--- src/logic/imuspi_pkg.sv ---
// package for the inertial sensor serial slave port and sync-clock input
// assumes a 125 MHz system clock; all times are converted to cycles here
package imuspi_pkg;

   // ----------------------------------------------------------------
   // clock and timing
   // ----------------------------------------------------------------
   localparam int CLK_PERIOD_NS = 8;
   // typical sync edge to data ready, microseconds
   localparam int SYNC_TO_READY_US = 600;
   localparam int SYNC_TO_READY_CYC = SYNC_TO_READY_US * 1000 / CLK_PERIOD_NS;
   // shortest high pulse the sync source must hold, microseconds
   localparam int SYNC_HIGH_MIN_US = 5;
   localparam int SYNC_HIGH_MIN_CYC = (SYNC_HIGH_MIN_US * 1000 + CLK_PERIOD_NS - 1)
      / CLK_PERIOD_NS;
   // length of the data-ready pulse, in cycles
   localparam int READY_PULSE_CYC = 16;

   // ----------------------------------------------------------------
   // frame layout
   // ----------------------------------------------------------------
   localparam int FRAME_BITS = 16;
   localparam int WRITE_FLAG_POS = 15;
   localparam int ADDR_MSB = 14;
   localparam int ADDR_LSB = 8;
   localparam int ADDR_W = 7;

   // ----------------------------------------------------------------
   // mode selection
   // ----------------------------------------------------------------
   localparam logic [7:0] NORMAL_PERIOD_MAX = 8'h09;
   localparam logic [7:0] SAMPLE_PERIOD_RESET = 8'h01;

   typedef enum logic [1:0] {
      IMUSPI_MODE_NORMAL = 2'b00,
      IMUSPI_MODE_LOW_POWER = 2'b01
   } imuspi_mode_t;

   // request to the register file behind the port
   typedef struct packed {
      logic valid;
      logic write;
      logic [ADDR_W-1:0] addr;
      logic [7:0] data;
   } imuspi_req_t;

endpackage

--- src/logic/imuspi_port.sv ---
// serial slave port, sample-clock input and data-ready output of the sensor
// assumes serial clock, select, data input and pin four are asynchronous pins
//
// Function
// - shift next output bit on falling clock
// - sample input bit on rising clock
// - data ready about 600 us after sync
// - pin four is gpio or sample clock
// - period setting selects normal or low power
// - mode 3, 16-bit frames, msb first
// - read address frame, data next frame
`timescale 1ns/1ns
module imuspi_port
   import imuspi_pkg::*;
#(
   parameter int SYNC_DELAY_CYC = SYNC_TO_READY_CYC
)(
   input wire logic clk_sys,
   input wire logic rst,
   input wire logic sclk,
   input wire logic cs_n,
   input wire logic din,
   output logic dout,
   input wire logic gp_pin_four_or_sample_clock_in,
   output logic gp_pin_four_or_sample_clock_out,
   output logic gp_pin_four_or_sample_clock_oe,
   input wire logic sample_clock_select,
   input wire logic gpio_dir_out,
   input wire logic gpio_out_value,
   output logic gpio_in_value,
   input wire logic [7:0] sample_period_setting,
   output logic low_power_mode,
   output imuspi_req_t reg_req,
   input wire logic [15:0] reg_rdata,
   output logic data_ready
);

   if (SYNC_DELAY_CYC < 1) begin : g_bad_delay
      $error("sync delay must be at least one cycle");
   end

   // ----------------------------------------------------------------
   // pin synchronisers
   // ----------------------------------------------------------------
   logic [1:0] sclk_sy_ff, cs_sy_ff, din_sy_ff, p4_sy_ff;
   logic sclk_d_ff, p4_d_ff;
   always_ff @(posedge clk_sys) begin
      if (rst) begin
         sclk_sy_ff <= 2'h3;
         cs_sy_ff <= 2'h3;
         din_sy_ff <= 2'h0;
         p4_sy_ff <= 2'h0;
         sclk_d_ff <= 1'b1;
         p4_d_ff <= 1'b0;
      end else begin
         sclk_sy_ff <= {sclk_sy_ff[0], sclk};
         cs_sy_ff <= {cs_sy_ff[0], cs_n};
         din_sy_ff <= {din_sy_ff[0], din};
         p4_sy_ff <= {p4_sy_ff[0], gp_pin_four_or_sample_clock_in};
         sclk_d_ff <= sclk_sy_ff[1];
         p4_d_ff <= p4_sy_ff[1];
      end
   end

   logic sclk_rise, sclk_fall, frame_on, sync_rise;
   assign frame_on = !cs_sy_ff[1];
   assign sclk_rise = frame_on && sclk_sy_ff[1] && !sclk_d_ff;
   assign sclk_fall = frame_on && !sclk_sy_ff[1] && sclk_d_ff;

   // ----------------------------------------------------------------
   // mode decode
   // ----------------------------------------------------------------
   imuspi_mode_t mode_ff;
   always_ff @(posedge clk_sys) begin
      if (rst) begin
         mode_ff <= IMUSPI_MODE_NORMAL;
      end else if (sample_period_setting <= NORMAL_PERIOD_MAX) begin
         mode_ff <= IMUSPI_MODE_NORMAL;
      end else begin
         mode_ff <= IMUSPI_MODE_LOW_POWER;
      end
   end
   // low power is the only mode code with bit 0 set, so the pin is a flop bit
   assign low_power_mode = mode_ff[0];

   // ----------------------------------------------------------------
   // frame shifter
   // ----------------------------------------------------------------
   logic [15:0] rx_ff, tx_ff;
   logic [4:0] bit_cnt_ff;
   logic rd_pend_ff, cs_d_ff;
   logic [15:0] nxt_rx;
   assign nxt_rx = {rx_ff[14:0], din_sy_ff[1]};

   always_ff @(posedge clk_sys) begin
      if (rst) begin
         rx_ff <= 16'h0000;
         bit_cnt_ff <= 5'h00;
         cs_d_ff <= 1'b1;
      end else begin
         cs_d_ff <= cs_sy_ff[1];
         if (!frame_on) begin
            bit_cnt_ff <= 5'h00;
         end else if (sclk_rise) begin
            rx_ff <= nxt_rx;
            bit_cnt_ff <= bit_cnt_ff + 5'h01;
         end
      end
   end

   // write request issued on the sixteenth rising edge of the frame
   always_ff @(posedge clk_sys) begin
      if (rst) begin
         reg_req <= '0;
         rd_pend_ff <= 1'b0;
      end else begin
         reg_req.valid <= 1'b0;
         if (sclk_rise && bit_cnt_ff == 5'(FRAME_BITS - 1)) begin
            reg_req.valid <= nxt_rx[WRITE_FLAG_POS];
            reg_req.write <= nxt_rx[WRITE_FLAG_POS];
            reg_req.addr <= nxt_rx[ADDR_MSB:ADDR_LSB];
            reg_req.data <= nxt_rx[7:0];
            rd_pend_ff <= !nxt_rx[WRITE_FLAG_POS];
         end
      end
   end

   // read data is shifted out in the frame after the address frame;
   // the msb sits on dout from select fall, the rest follow falling edges
   always_ff @(posedge clk_sys) begin
      if (rst) begin
         tx_ff <= 16'h0000;
         dout <= 1'b0;
      end else begin
         if (cs_d_ff && frame_on) begin
            tx_ff <= rd_pend_ff ? reg_rdata : 16'h0000;
            dout <= rd_pend_ff ? reg_rdata[15] : 1'b0;
         end else if (sclk_fall && bit_cnt_ff != 5'h00) begin
            tx_ff <= {tx_ff[14:0], 1'b0};
            dout <= tx_ff[14];
         end
      end
   end

   // ----------------------------------------------------------------
   // pin four: gpio or sample clock
   // ----------------------------------------------------------------
   always_ff @(posedge clk_sys) begin
      if (rst) begin
         gp_pin_four_or_sample_clock_oe <= 1'b0;
         gp_pin_four_or_sample_clock_out <= 1'b0;
         gpio_in_value <= 1'b0;
      end else begin
         gp_pin_four_or_sample_clock_oe <= !sample_clock_select && gpio_dir_out;
         gp_pin_four_or_sample_clock_out <= gpio_out_value;
         gpio_in_value <= p4_sy_ff[1];
      end
   end
   assign sync_rise = sample_clock_select && p4_sy_ff[1] && !p4_d_ff;

   // ----------------------------------------------------------------
   // sync to data ready
   // ----------------------------------------------------------------
   // a new sync edge while one is pending restarts the delay; the source
   // period limit keeps that from happening in legal use
   logic [$clog2(SYNC_DELAY_CYC+1)-1:0] dly_ff;
   logic dly_run_ff;
   logic [4:0] rdy_cnt_ff;
   always_ff @(posedge clk_sys) begin
      if (rst) begin
         dly_ff <= '0;
         dly_run_ff <= 1'b0;
         rdy_cnt_ff <= 5'h00;
         data_ready <= 1'b0;
      end else begin
         // countdown first, so a reload in the same cycle wins
         if (rdy_cnt_ff != 5'h00) begin
            rdy_cnt_ff <= rdy_cnt_ff - 5'h01;
         end
         if (sync_rise) begin
            dly_ff <= '0;
            dly_run_ff <= 1'b1;
         end else if (dly_run_ff) begin
            dly_ff <= dly_ff + 1'b1;
            if (dly_ff == ($bits(dly_ff))'(SYNC_DELAY_CYC - 1)) begin
               dly_run_ff <= 1'b0;
               rdy_cnt_ff <= 5'(READY_PULSE_CYC);
            end
         end
         data_ready <= (rdy_cnt_ff != 5'h00);
      end
   end

   // ----------------------------------------------------------------
   // assertions
   // ----------------------------------------------------------------
   property p_rise_sample;
      @(posedge clk_sys) disable iff (rst)
      sclk_rise |=> rx_ff[0] == $past(din_sy_ff[1]);
   endproperty
   a_rise_sample: assert property (p_rise_sample) else $error("input not sampled");

   property p_fall_shift;
      @(posedge clk_sys) disable iff (rst)
      (sclk_fall && bit_cnt_ff != 5'h00 && !(cs_d_ff && frame_on))
         |=> dout == $past(tx_ff[14]);
   endproperty
   a_fall_shift: assert property (p_fall_shift) else $error("output not shifted");

   property p_dout_stable;
      @(posedge clk_sys) disable iff (rst)
      (frame_on && !sclk_fall && !cs_d_ff) |=> $stable(dout);
   endproperty
   a_dout_stable: assert property (p_dout_stable) else $error("dout moved off edge");

   property p_mode;
      @(posedge clk_sys) disable iff (rst)
      ##1 low_power_mode == ($past(sample_period_setting) > NORMAL_PERIOD_MAX);
   endproperty
   a_mode: assert property (p_mode) else $error("wrong mode");

   property p_oe;
      @(posedge clk_sys) disable iff (rst)
      sample_clock_select |=> !gp_pin_four_or_sample_clock_oe;
   endproperty
   a_oe: assert property (p_oe) else $error("pin four driven as clock");

   property p_ready;
      @(posedge clk_sys) disable iff (rst)
      (dly_run_ff && dly_ff == ($bits(dly_ff))'(SYNC_DELAY_CYC - 1) && !sync_rise)
         |=> ##1 data_ready;
   endproperty
   a_ready: assert property (p_ready) else $error("data ready late");

   property p_req;
      @(posedge clk_sys) disable iff (rst)
      reg_req.valid |-> reg_req.write && $past(bit_cnt_ff) == 5'(FRAME_BITS - 1);
   endproperty
   a_req: assert property (p_req) else $error("write request off frame end");

   property p_rd_load;
      @(posedge clk_sys) disable iff (rst)
      (cs_d_ff && frame_on && rd_pend_ff) |=> tx_ff == $past(reg_rdata);
   endproperty
   a_rd_load: assert property (p_rd_load) else $error("read data not loaded");

endmodule

--- config.mk ---
export PLATFORM = sky130hd
export DESIGN_NAME = imuspi_port
export DESIGN_NICKNAME = d
export VERILOG_FILES = /design/src/logic/imuspi_pkg.sv /design/src/logic/imuspi_port.sv
export SDC_FILE = /design/constraint.sdc
export NUM_CORES = 1
export LEC_CHECK = 0
export ABC_AREA = 1
export ABC_CLOCK_PERIOD_IN_PS = 2540
export BUFFER_PORTS_ARGS = -buffer_cell sky130_fd_sc_hd__buf_4
export CAP_MARGIN = 20
export CORE_MARGIN = 2
export CORE_UTILIZATION = 55
export CTS_CLUSTER_SIZE = 30
export DETAILED_ROUTE_END_ITERATION = 6
export PLACE_DENSITY = 0.85
export SYNTH_ARGS = -nofsm -noshare
export SYNTH_HDL_FRONTEND = slang
export SYNTH_SLANG_ARGS = --single-unit
--- constraint.sdc ---
create_clock -name clk_sys -period 2.54 [get_ports clk_sys]
set_input_delay 0 -clock clk_sys [delete_from_list [all_inputs] [get_ports clk_sys]]
set_output_delay 0 -clock clk_sys [all_outputs]
set_load 0.01 [all_outputs]
## Yosys cells after proc, flatten, opt, wreduce, memory -nomap -nowiden

Index checks and enable logic that the tools add are counted.

| storage, ports and cells | value |
|---|---|
| word-level logic and storage cells | 68 |
| output and inout port bits | 23 |
| input bits | 33 |
| register bits | 92 |

| operators by class | value |
|---|---|
| bitwise logic cells | 2 |
| add/subtract/negate cells | 3 |
| muxes and demuxes | 14 |
| equality and inequality tests | 2 |
| reduce and logical (&&, ||, !) cells | 23 |
| order comparisons | 1 |

Operators by type and width:

| cell | count |
|---|---|
| $mux 15 | 3 |
| $mux 5 | 4 |
| $add 17x1->17 const B | 1 |
| $eq 17x17->1 const B | 1 |
| $logic_and 1x1->1 | 10 |
| $reduce_bool 5->1 | 2 |
| $le 8x4->1 const B | 1 |
| $mux 1 | 7 |
| $logic_not 1->1 | 6 |
| $reduce_or 2->1 | 3 |
| $add 5x1->5 const B | 1 |
| $eq 5x4->1 const B | 1 |
| $sub 5x1->5 const B | 1 |
| $not 1->1 | 2 |
| $reduce_and 2->1 | 1 |
| $reduce_bool 2->1 | 1 |

## Depth between registers and ports, before layout

| depth | value |
|---|---|
| depth in word-level cells | 6 |
| mapped depth | 10 |
| depth with buffers taken out | 9 |

## Worst setup path before layout

OpenSTA, ideal clock, no wires.

| timing path | value |
|---|---|
| kind | reg-to-reg |
| start point | reg bit_cnt_ff[0] |
| end point | reg reg_req[1] (netlist bit) |
| path slack | 1.106 ns |
| library setup time | 0.116 ns |
| required time | 2.424 ns |
| period minus slack after synthesis | 1.434 ns |
| path buffers | 1 |
| cell stages (with the launch flop) | 11 |
| arrival time | 1.319 ns |
| path through | dfxtp_1 > ha_1 > inv_1 > nor3_1 > ha_1 > inv_1 > nor2_2 > inv_1 > buf_4 > nor2_1 > nor2_1 |

| between the ends | value |
|---|---|
| longest elaborated chain between the ends | 2 |

Ends and longest elaborated chain:

| element | RTL line | text |
|---|---|---|
| start, declared | imuspi_port.sv:90 | `logic [4:0] bit_cnt_ff;` |
| start signal, assigned | imuspi_port.sv:106 | `bit_cnt_ff <= bit_cnt_ff + 5'h01;` |
| $eq 5x4->1 | imuspi_port.sv:118 | `if (sclk_rise && bit_cnt_ff == 5'(FRAME_BITS - 1)) begin` |
| $logic_and 1x1->1 | imuspi_port.sv:118 |  |
| end, declared | imuspi_port.sv:33 | `output imuspi_req_t reg_req,` |

No other way between the ends.
A chain may end at the register's enable or synchronous reset.

## Final worst setup path

| timing path | value |
|---|---|
| start point | reg bit_cnt_ff[0] |
| end point | reg tx_ff[11] |

| between the ends | value |
|---|---|
| longest elaborated chain between the ends | 3 |

Ends and longest elaborated chain:

| element | RTL line | text |
|---|---|---|
| $reduce_bool 5->1 | imuspi_port.sv:138 | `end else if (sclk_fall && bit_cnt_ff != 5'h00) begin` |
| $logic_and 1x1->1 | imuspi_port.sv:138 |  |
| $reduce_bool 2->1 (no line) | n/a |  |
| end signal, assigned | imuspi_port.sv:136 | `tx_ff <= rd_pend_ff ? reg_rdata : 16'h0000;` |
| end signal, assigned | imuspi_port.sv:139 | `tx_ff <= {tx_ff[14:0], 1'b0};` |
| end, declared | imuspi_port.sv:89 | `logic [15:0] rx_ff, tx_ff;` |

No other way between the ends.

==> summary.md <==
| Metric | Value |
|---|---|
| Period minus WS final | `slightly above 2 ns` |
| Largest stage delay on the critical path | `~0.59 ns` |
| Critical path data required time | `approximately 2.8 ns` |
| TritonCTS buffer count | `9` |
| Initial antenna violation count | `0` |
| HP Class | `in2reg` |
| Grt ovf | `0` |
| Die Ht | `around 88 um` |
| Slowest-stage cell, CP | `dlygate4sd3_1` |
| Syn_nets | `approximately 560` |
| Max-cap violations | `0` |
| Postcts setup bufs | `0` |
| Die footprint | `roughly 0.0077 mm2` |
| H-tree levels | `3` |
| First-pass GRT wire length | `between 10000 and 15000 um` |
| Final setup fails | `0` |
| Sequential-to-total area share from yosys stat | `a little under half` |
| Number of synthesized flops with an enable pin | `0` |
| Synth Flop Type | `dfxtp_1` |
| Placeable Area | `~0.0068 mm2` |
| Pin count of the biggest net entering global routing | `34` |
| RSZ-0062 raised after global routing | `no` |
| Cell count of the worst reg-to-reg path | `8` |
| Async SR Flop Fraction | `0%` |
| Worst IR Drop VDD | `approximately 480 uV` |
| DR DRC count | `0` |
| GPL Wtd Cong | `around 0.87` |
| Most common cell after layout, fill and taps aside | `nand2_1` |
| DR vias | `between 3000 and 4000` |
| Buffers and inverters on the worst path | `2` |
| Crit Path Class | `reg2reg` |
| Finished Layout Cells | `between 600 and 700` |
| Clk buf depth | `2` |
| FF-to-FF Start | `bit_cnt_ff[0]$_SDFFE_PP0N_` |
| Layout Nets | `about 630` |
| DPL Wire Length | `between 5000 and 6000 um` |
| Critical R2R Capture | `tx_ff[11]$_SDFFE_PP0P_` |
| TritonCTS clock tree | `built` |
| DR pass1 iterations | `5` |
| Critical Path Start Type | `flop` |
| Clk_lat worst skew | `between 0.3 and 0.4 ns` |
| Row Count | `30` |
| Post-cts sizing count | `0` |
| ANT cells | `0` |
| Hold EP | `dout$_SDFFE_PP0P_` |
| Tcrit/Tclk final | `81.7%` |
| Number of global-route vias before repair | `around 3200` |
| WHS Path Cells | `5` |
| Most frequent cells in the layout | `132 x nand2_1, 92 x dfxtp_1, 65 x nor2_1, 57 x buf_4, 51 x a21oi_1` |
| Top cells by area, synth | `dfxtp_1 48%, nand2_1 13%, a21oi_1 6.6%, nor2_1 6.3%, inv_1 4.5%` |
| Distinct cells, synth | `33` |
| Synth Area per Inst | `7.45 um2` |
| Root buffer cell | `clkbuf_8` |
| Status | `finished, final reports clean` |
| Worst hold start | `reg_rdata[15]` |
| Post-synthesis register bit count | `between 90 and 100` |
| DIE WIDTH | `between 80 and 90 um` |
| GRT Util Overall | `22.2%` |
| Post-synthesis cell count | `between 500 and 600` |
| Worst-Margin Slew | `0.479 ns` |
| DRT iter0 DRCs | `approximately 180` |
| Sinks on the clock net | `92` |
| Max Fclk | `482 MHz` |
| Final wirelength | `approximately 8100 um` |
| CP endpoint kind | `flop` |
| Synth-to-layout area growth | `22.2%` |
| Max Fanout on Critical Path | `17` |
| Post-DR vias/cell | `~5.0` |
| Relative slew slack | `68.0%` |
| Static leakage | `~1.9 nW` |
| Layout cells sized above 1 | `between 10% and 20%` |
| Placed insts | `around 650` |
| Total of warnings raised by yosys | `0` |
| Max Slew Vio Count | `0` |
| Routed Antenna Nets | `0` |
| PwrDens | `between 600 and 700 mW/mm2` |
| Initial Util | `roughly 57%` |
| Io pins | `56` |
| Worst Skew | `0.00756 ns` |
| Largest delay share family, worst path | `buffers and inverters` |
| Synth top area share | `47.7%` |
| Avg WL per Cell | `roughly 12 um` |
| Worst R2R Setup Slack | `0.47 ns` |
| Cell Chain, Critical Path | `inv_1, ha_1, nand3_1, nand2_2, nand2_4, nand2_1, a21oi_1, dlygate4sd3_1` |
| Arrival time at the worst endpoint | `2.37 ns` |
| Biggest area consumer among synthesized cells | `dfxtp_1` |
| Setup_tns | `0 ns` |
| Synthesized area | `0.00386 mm2` |
| Clk slew on worst S/H paths | `about 0.090 ns` |
| Port bufs | `54` |
| Final Hold Viols | `0` |
## state kept, by name, summed over array words and instances (netlist names)
name / cells
bit_cnt_ff: 5
cs_d_ff: 1
cs_sy_ff: 2
data_ready: 1
din_sy_ff: 2
dly_ff: 17
dly_run_ff: 1
dout: 1
gp_pin_four_or_sample_clock_oe: 1
gp_pin_four_or_sample_clock_out: 1
gpio_in_value: 1
mode_ff: 1
p4_sy_ff: 2
rd_pend_ff: 1
rdy_cnt_ff: 5
reg_req: 17
rx_ff: 15
sclk_d_ff: 1
sclk_sy_ff: 2
tx_ff: 15
## Yosys cell counts, types with 2 or more instances
cell type / count
nand2_1: 132
dfxtp_1: 92
nor2_1: 65
a21oi_1: 51
inv_1: 46
nand3_1: 29
o21ai_0: 25
nor2_2: 9
nor3_1: 9
buf_2: 7
buf_4: 5
ha_1: 5
nand4_1: 5
or2_2: 5
xnor2_1: 5
buf_6: 3
nand2_2: 3
a211oi_2: 2
clkbuf_1: 2
inv_2: 2
nand2_4: 2
nand3b_1: 2
nor3_2: 2
## logic make-up (layout without fill, tap and decap cells)
| group | Yosys count | count (layout) | share of synthesized area [%] |
|---|---|---|---|
| flip-flops | 92 | 92 | 47.7 |
| AO/OA/AOI/OAI | 81 | 81 | 11.0 |
| XOR/XNOR | 6 | 6 | 1.36 |
| adder cells (fa/ha/maj) | 5 | 5 | 1.62 |
| buffers and inverters | 68 | 144 | 8.23 |
| AND/OR/NAND/NOR | 266 | 266 | 30.1 |
## layout make-up
type	instances	area (um2)
fill	571	2070
clock inverter	3	68.8
clock buffer	13	149
tap	96	120
inverter	48	180
timing repair buffer	80	658
sequential	92	1840
multi-input combinational	358	1700
## worst max path at each step
stage,depth (start not counted),startpoint,to
2_1_floorplan,10,bit_cnt_ff[0]$_SDFFE_PP0N_,reg_req[1]$_SDFFE_PP0P_
3_3_place_gp,9,bit_cnt_ff[0]$_SDFFE_PP0N_,reg_req[4]$_SDFFE_PP0P_
3_5_place_dp,9,bit_cnt_ff[0]$_SDFFE_PP0N_,reg_req[1]$_SDFFE_PP0P_
4_1_cts,8,bit_cnt_ff[0]$_SDFFE_PP0N_,tx_ff[11]$_SDFFE_PP0P_
5_1_grt,8,bit_cnt_ff[0]$_SDFFE_PP0N_,tx_ff[11]$_SDFFE_PP0P_
6_report,8,bit_cnt_ff[0]$_SDFFE_PP0N_,tx_ff[11]$_SDFFE_PP0P_
## power by group
part | internal [mW] | switching (mW)
clock network | 0.587 | 0.498
logic | 0.162 | 0.183
registers | 1.49 | 0.0307
## metrics by stage
stage	hold slack [ns]	instance area (um2)	setup slack [ns]	utilization [%]	total power, mW
after floorplan	0.0719	3860	1.11	-	1.77
after global placement	0.171	4270	0.646	62.9	1.84
after detailed placement	0.171	4270	0.555	62.9	1.86
after CTS	0.000628	4720	0.529	69.5	2.96
after global routing	0.0507	4720	0.324	69.5	3.06
final	0.0146	4720	0.465	69.5	2.95
## metal layers
layer	routed length [um]	up-vias	part of all wire (%)	GRT usage, %
met3	371	15	4.6	3.77
met5	0	-	0	0
met2	3980	92	49	39.0
met4	150	0	1.8	10.1
met1	3610	1566	44	26.5
li1	-	1787	-	-
## tightest hold or removal path: cells and delay by family
| family | cells | cell delay, ns |
|---|---|---|
| buffers and inverters | 1 | 0.11 |
| AO/OA/AOI/OAI | 1 | 0.05 |
| AND/OR/NAND/NOR | 3 | 0.16 |
## repair_timing
| action | 4_1_cts | 5_1_grt |
|---|---|---|
| setup endpoints to repair | 0 | 0 |
| endpoints found under the hold margin | 19 | 0 |
| hold buffers | 23 | 0 |
Note: power is estimated with default switching activity, not from simulation.
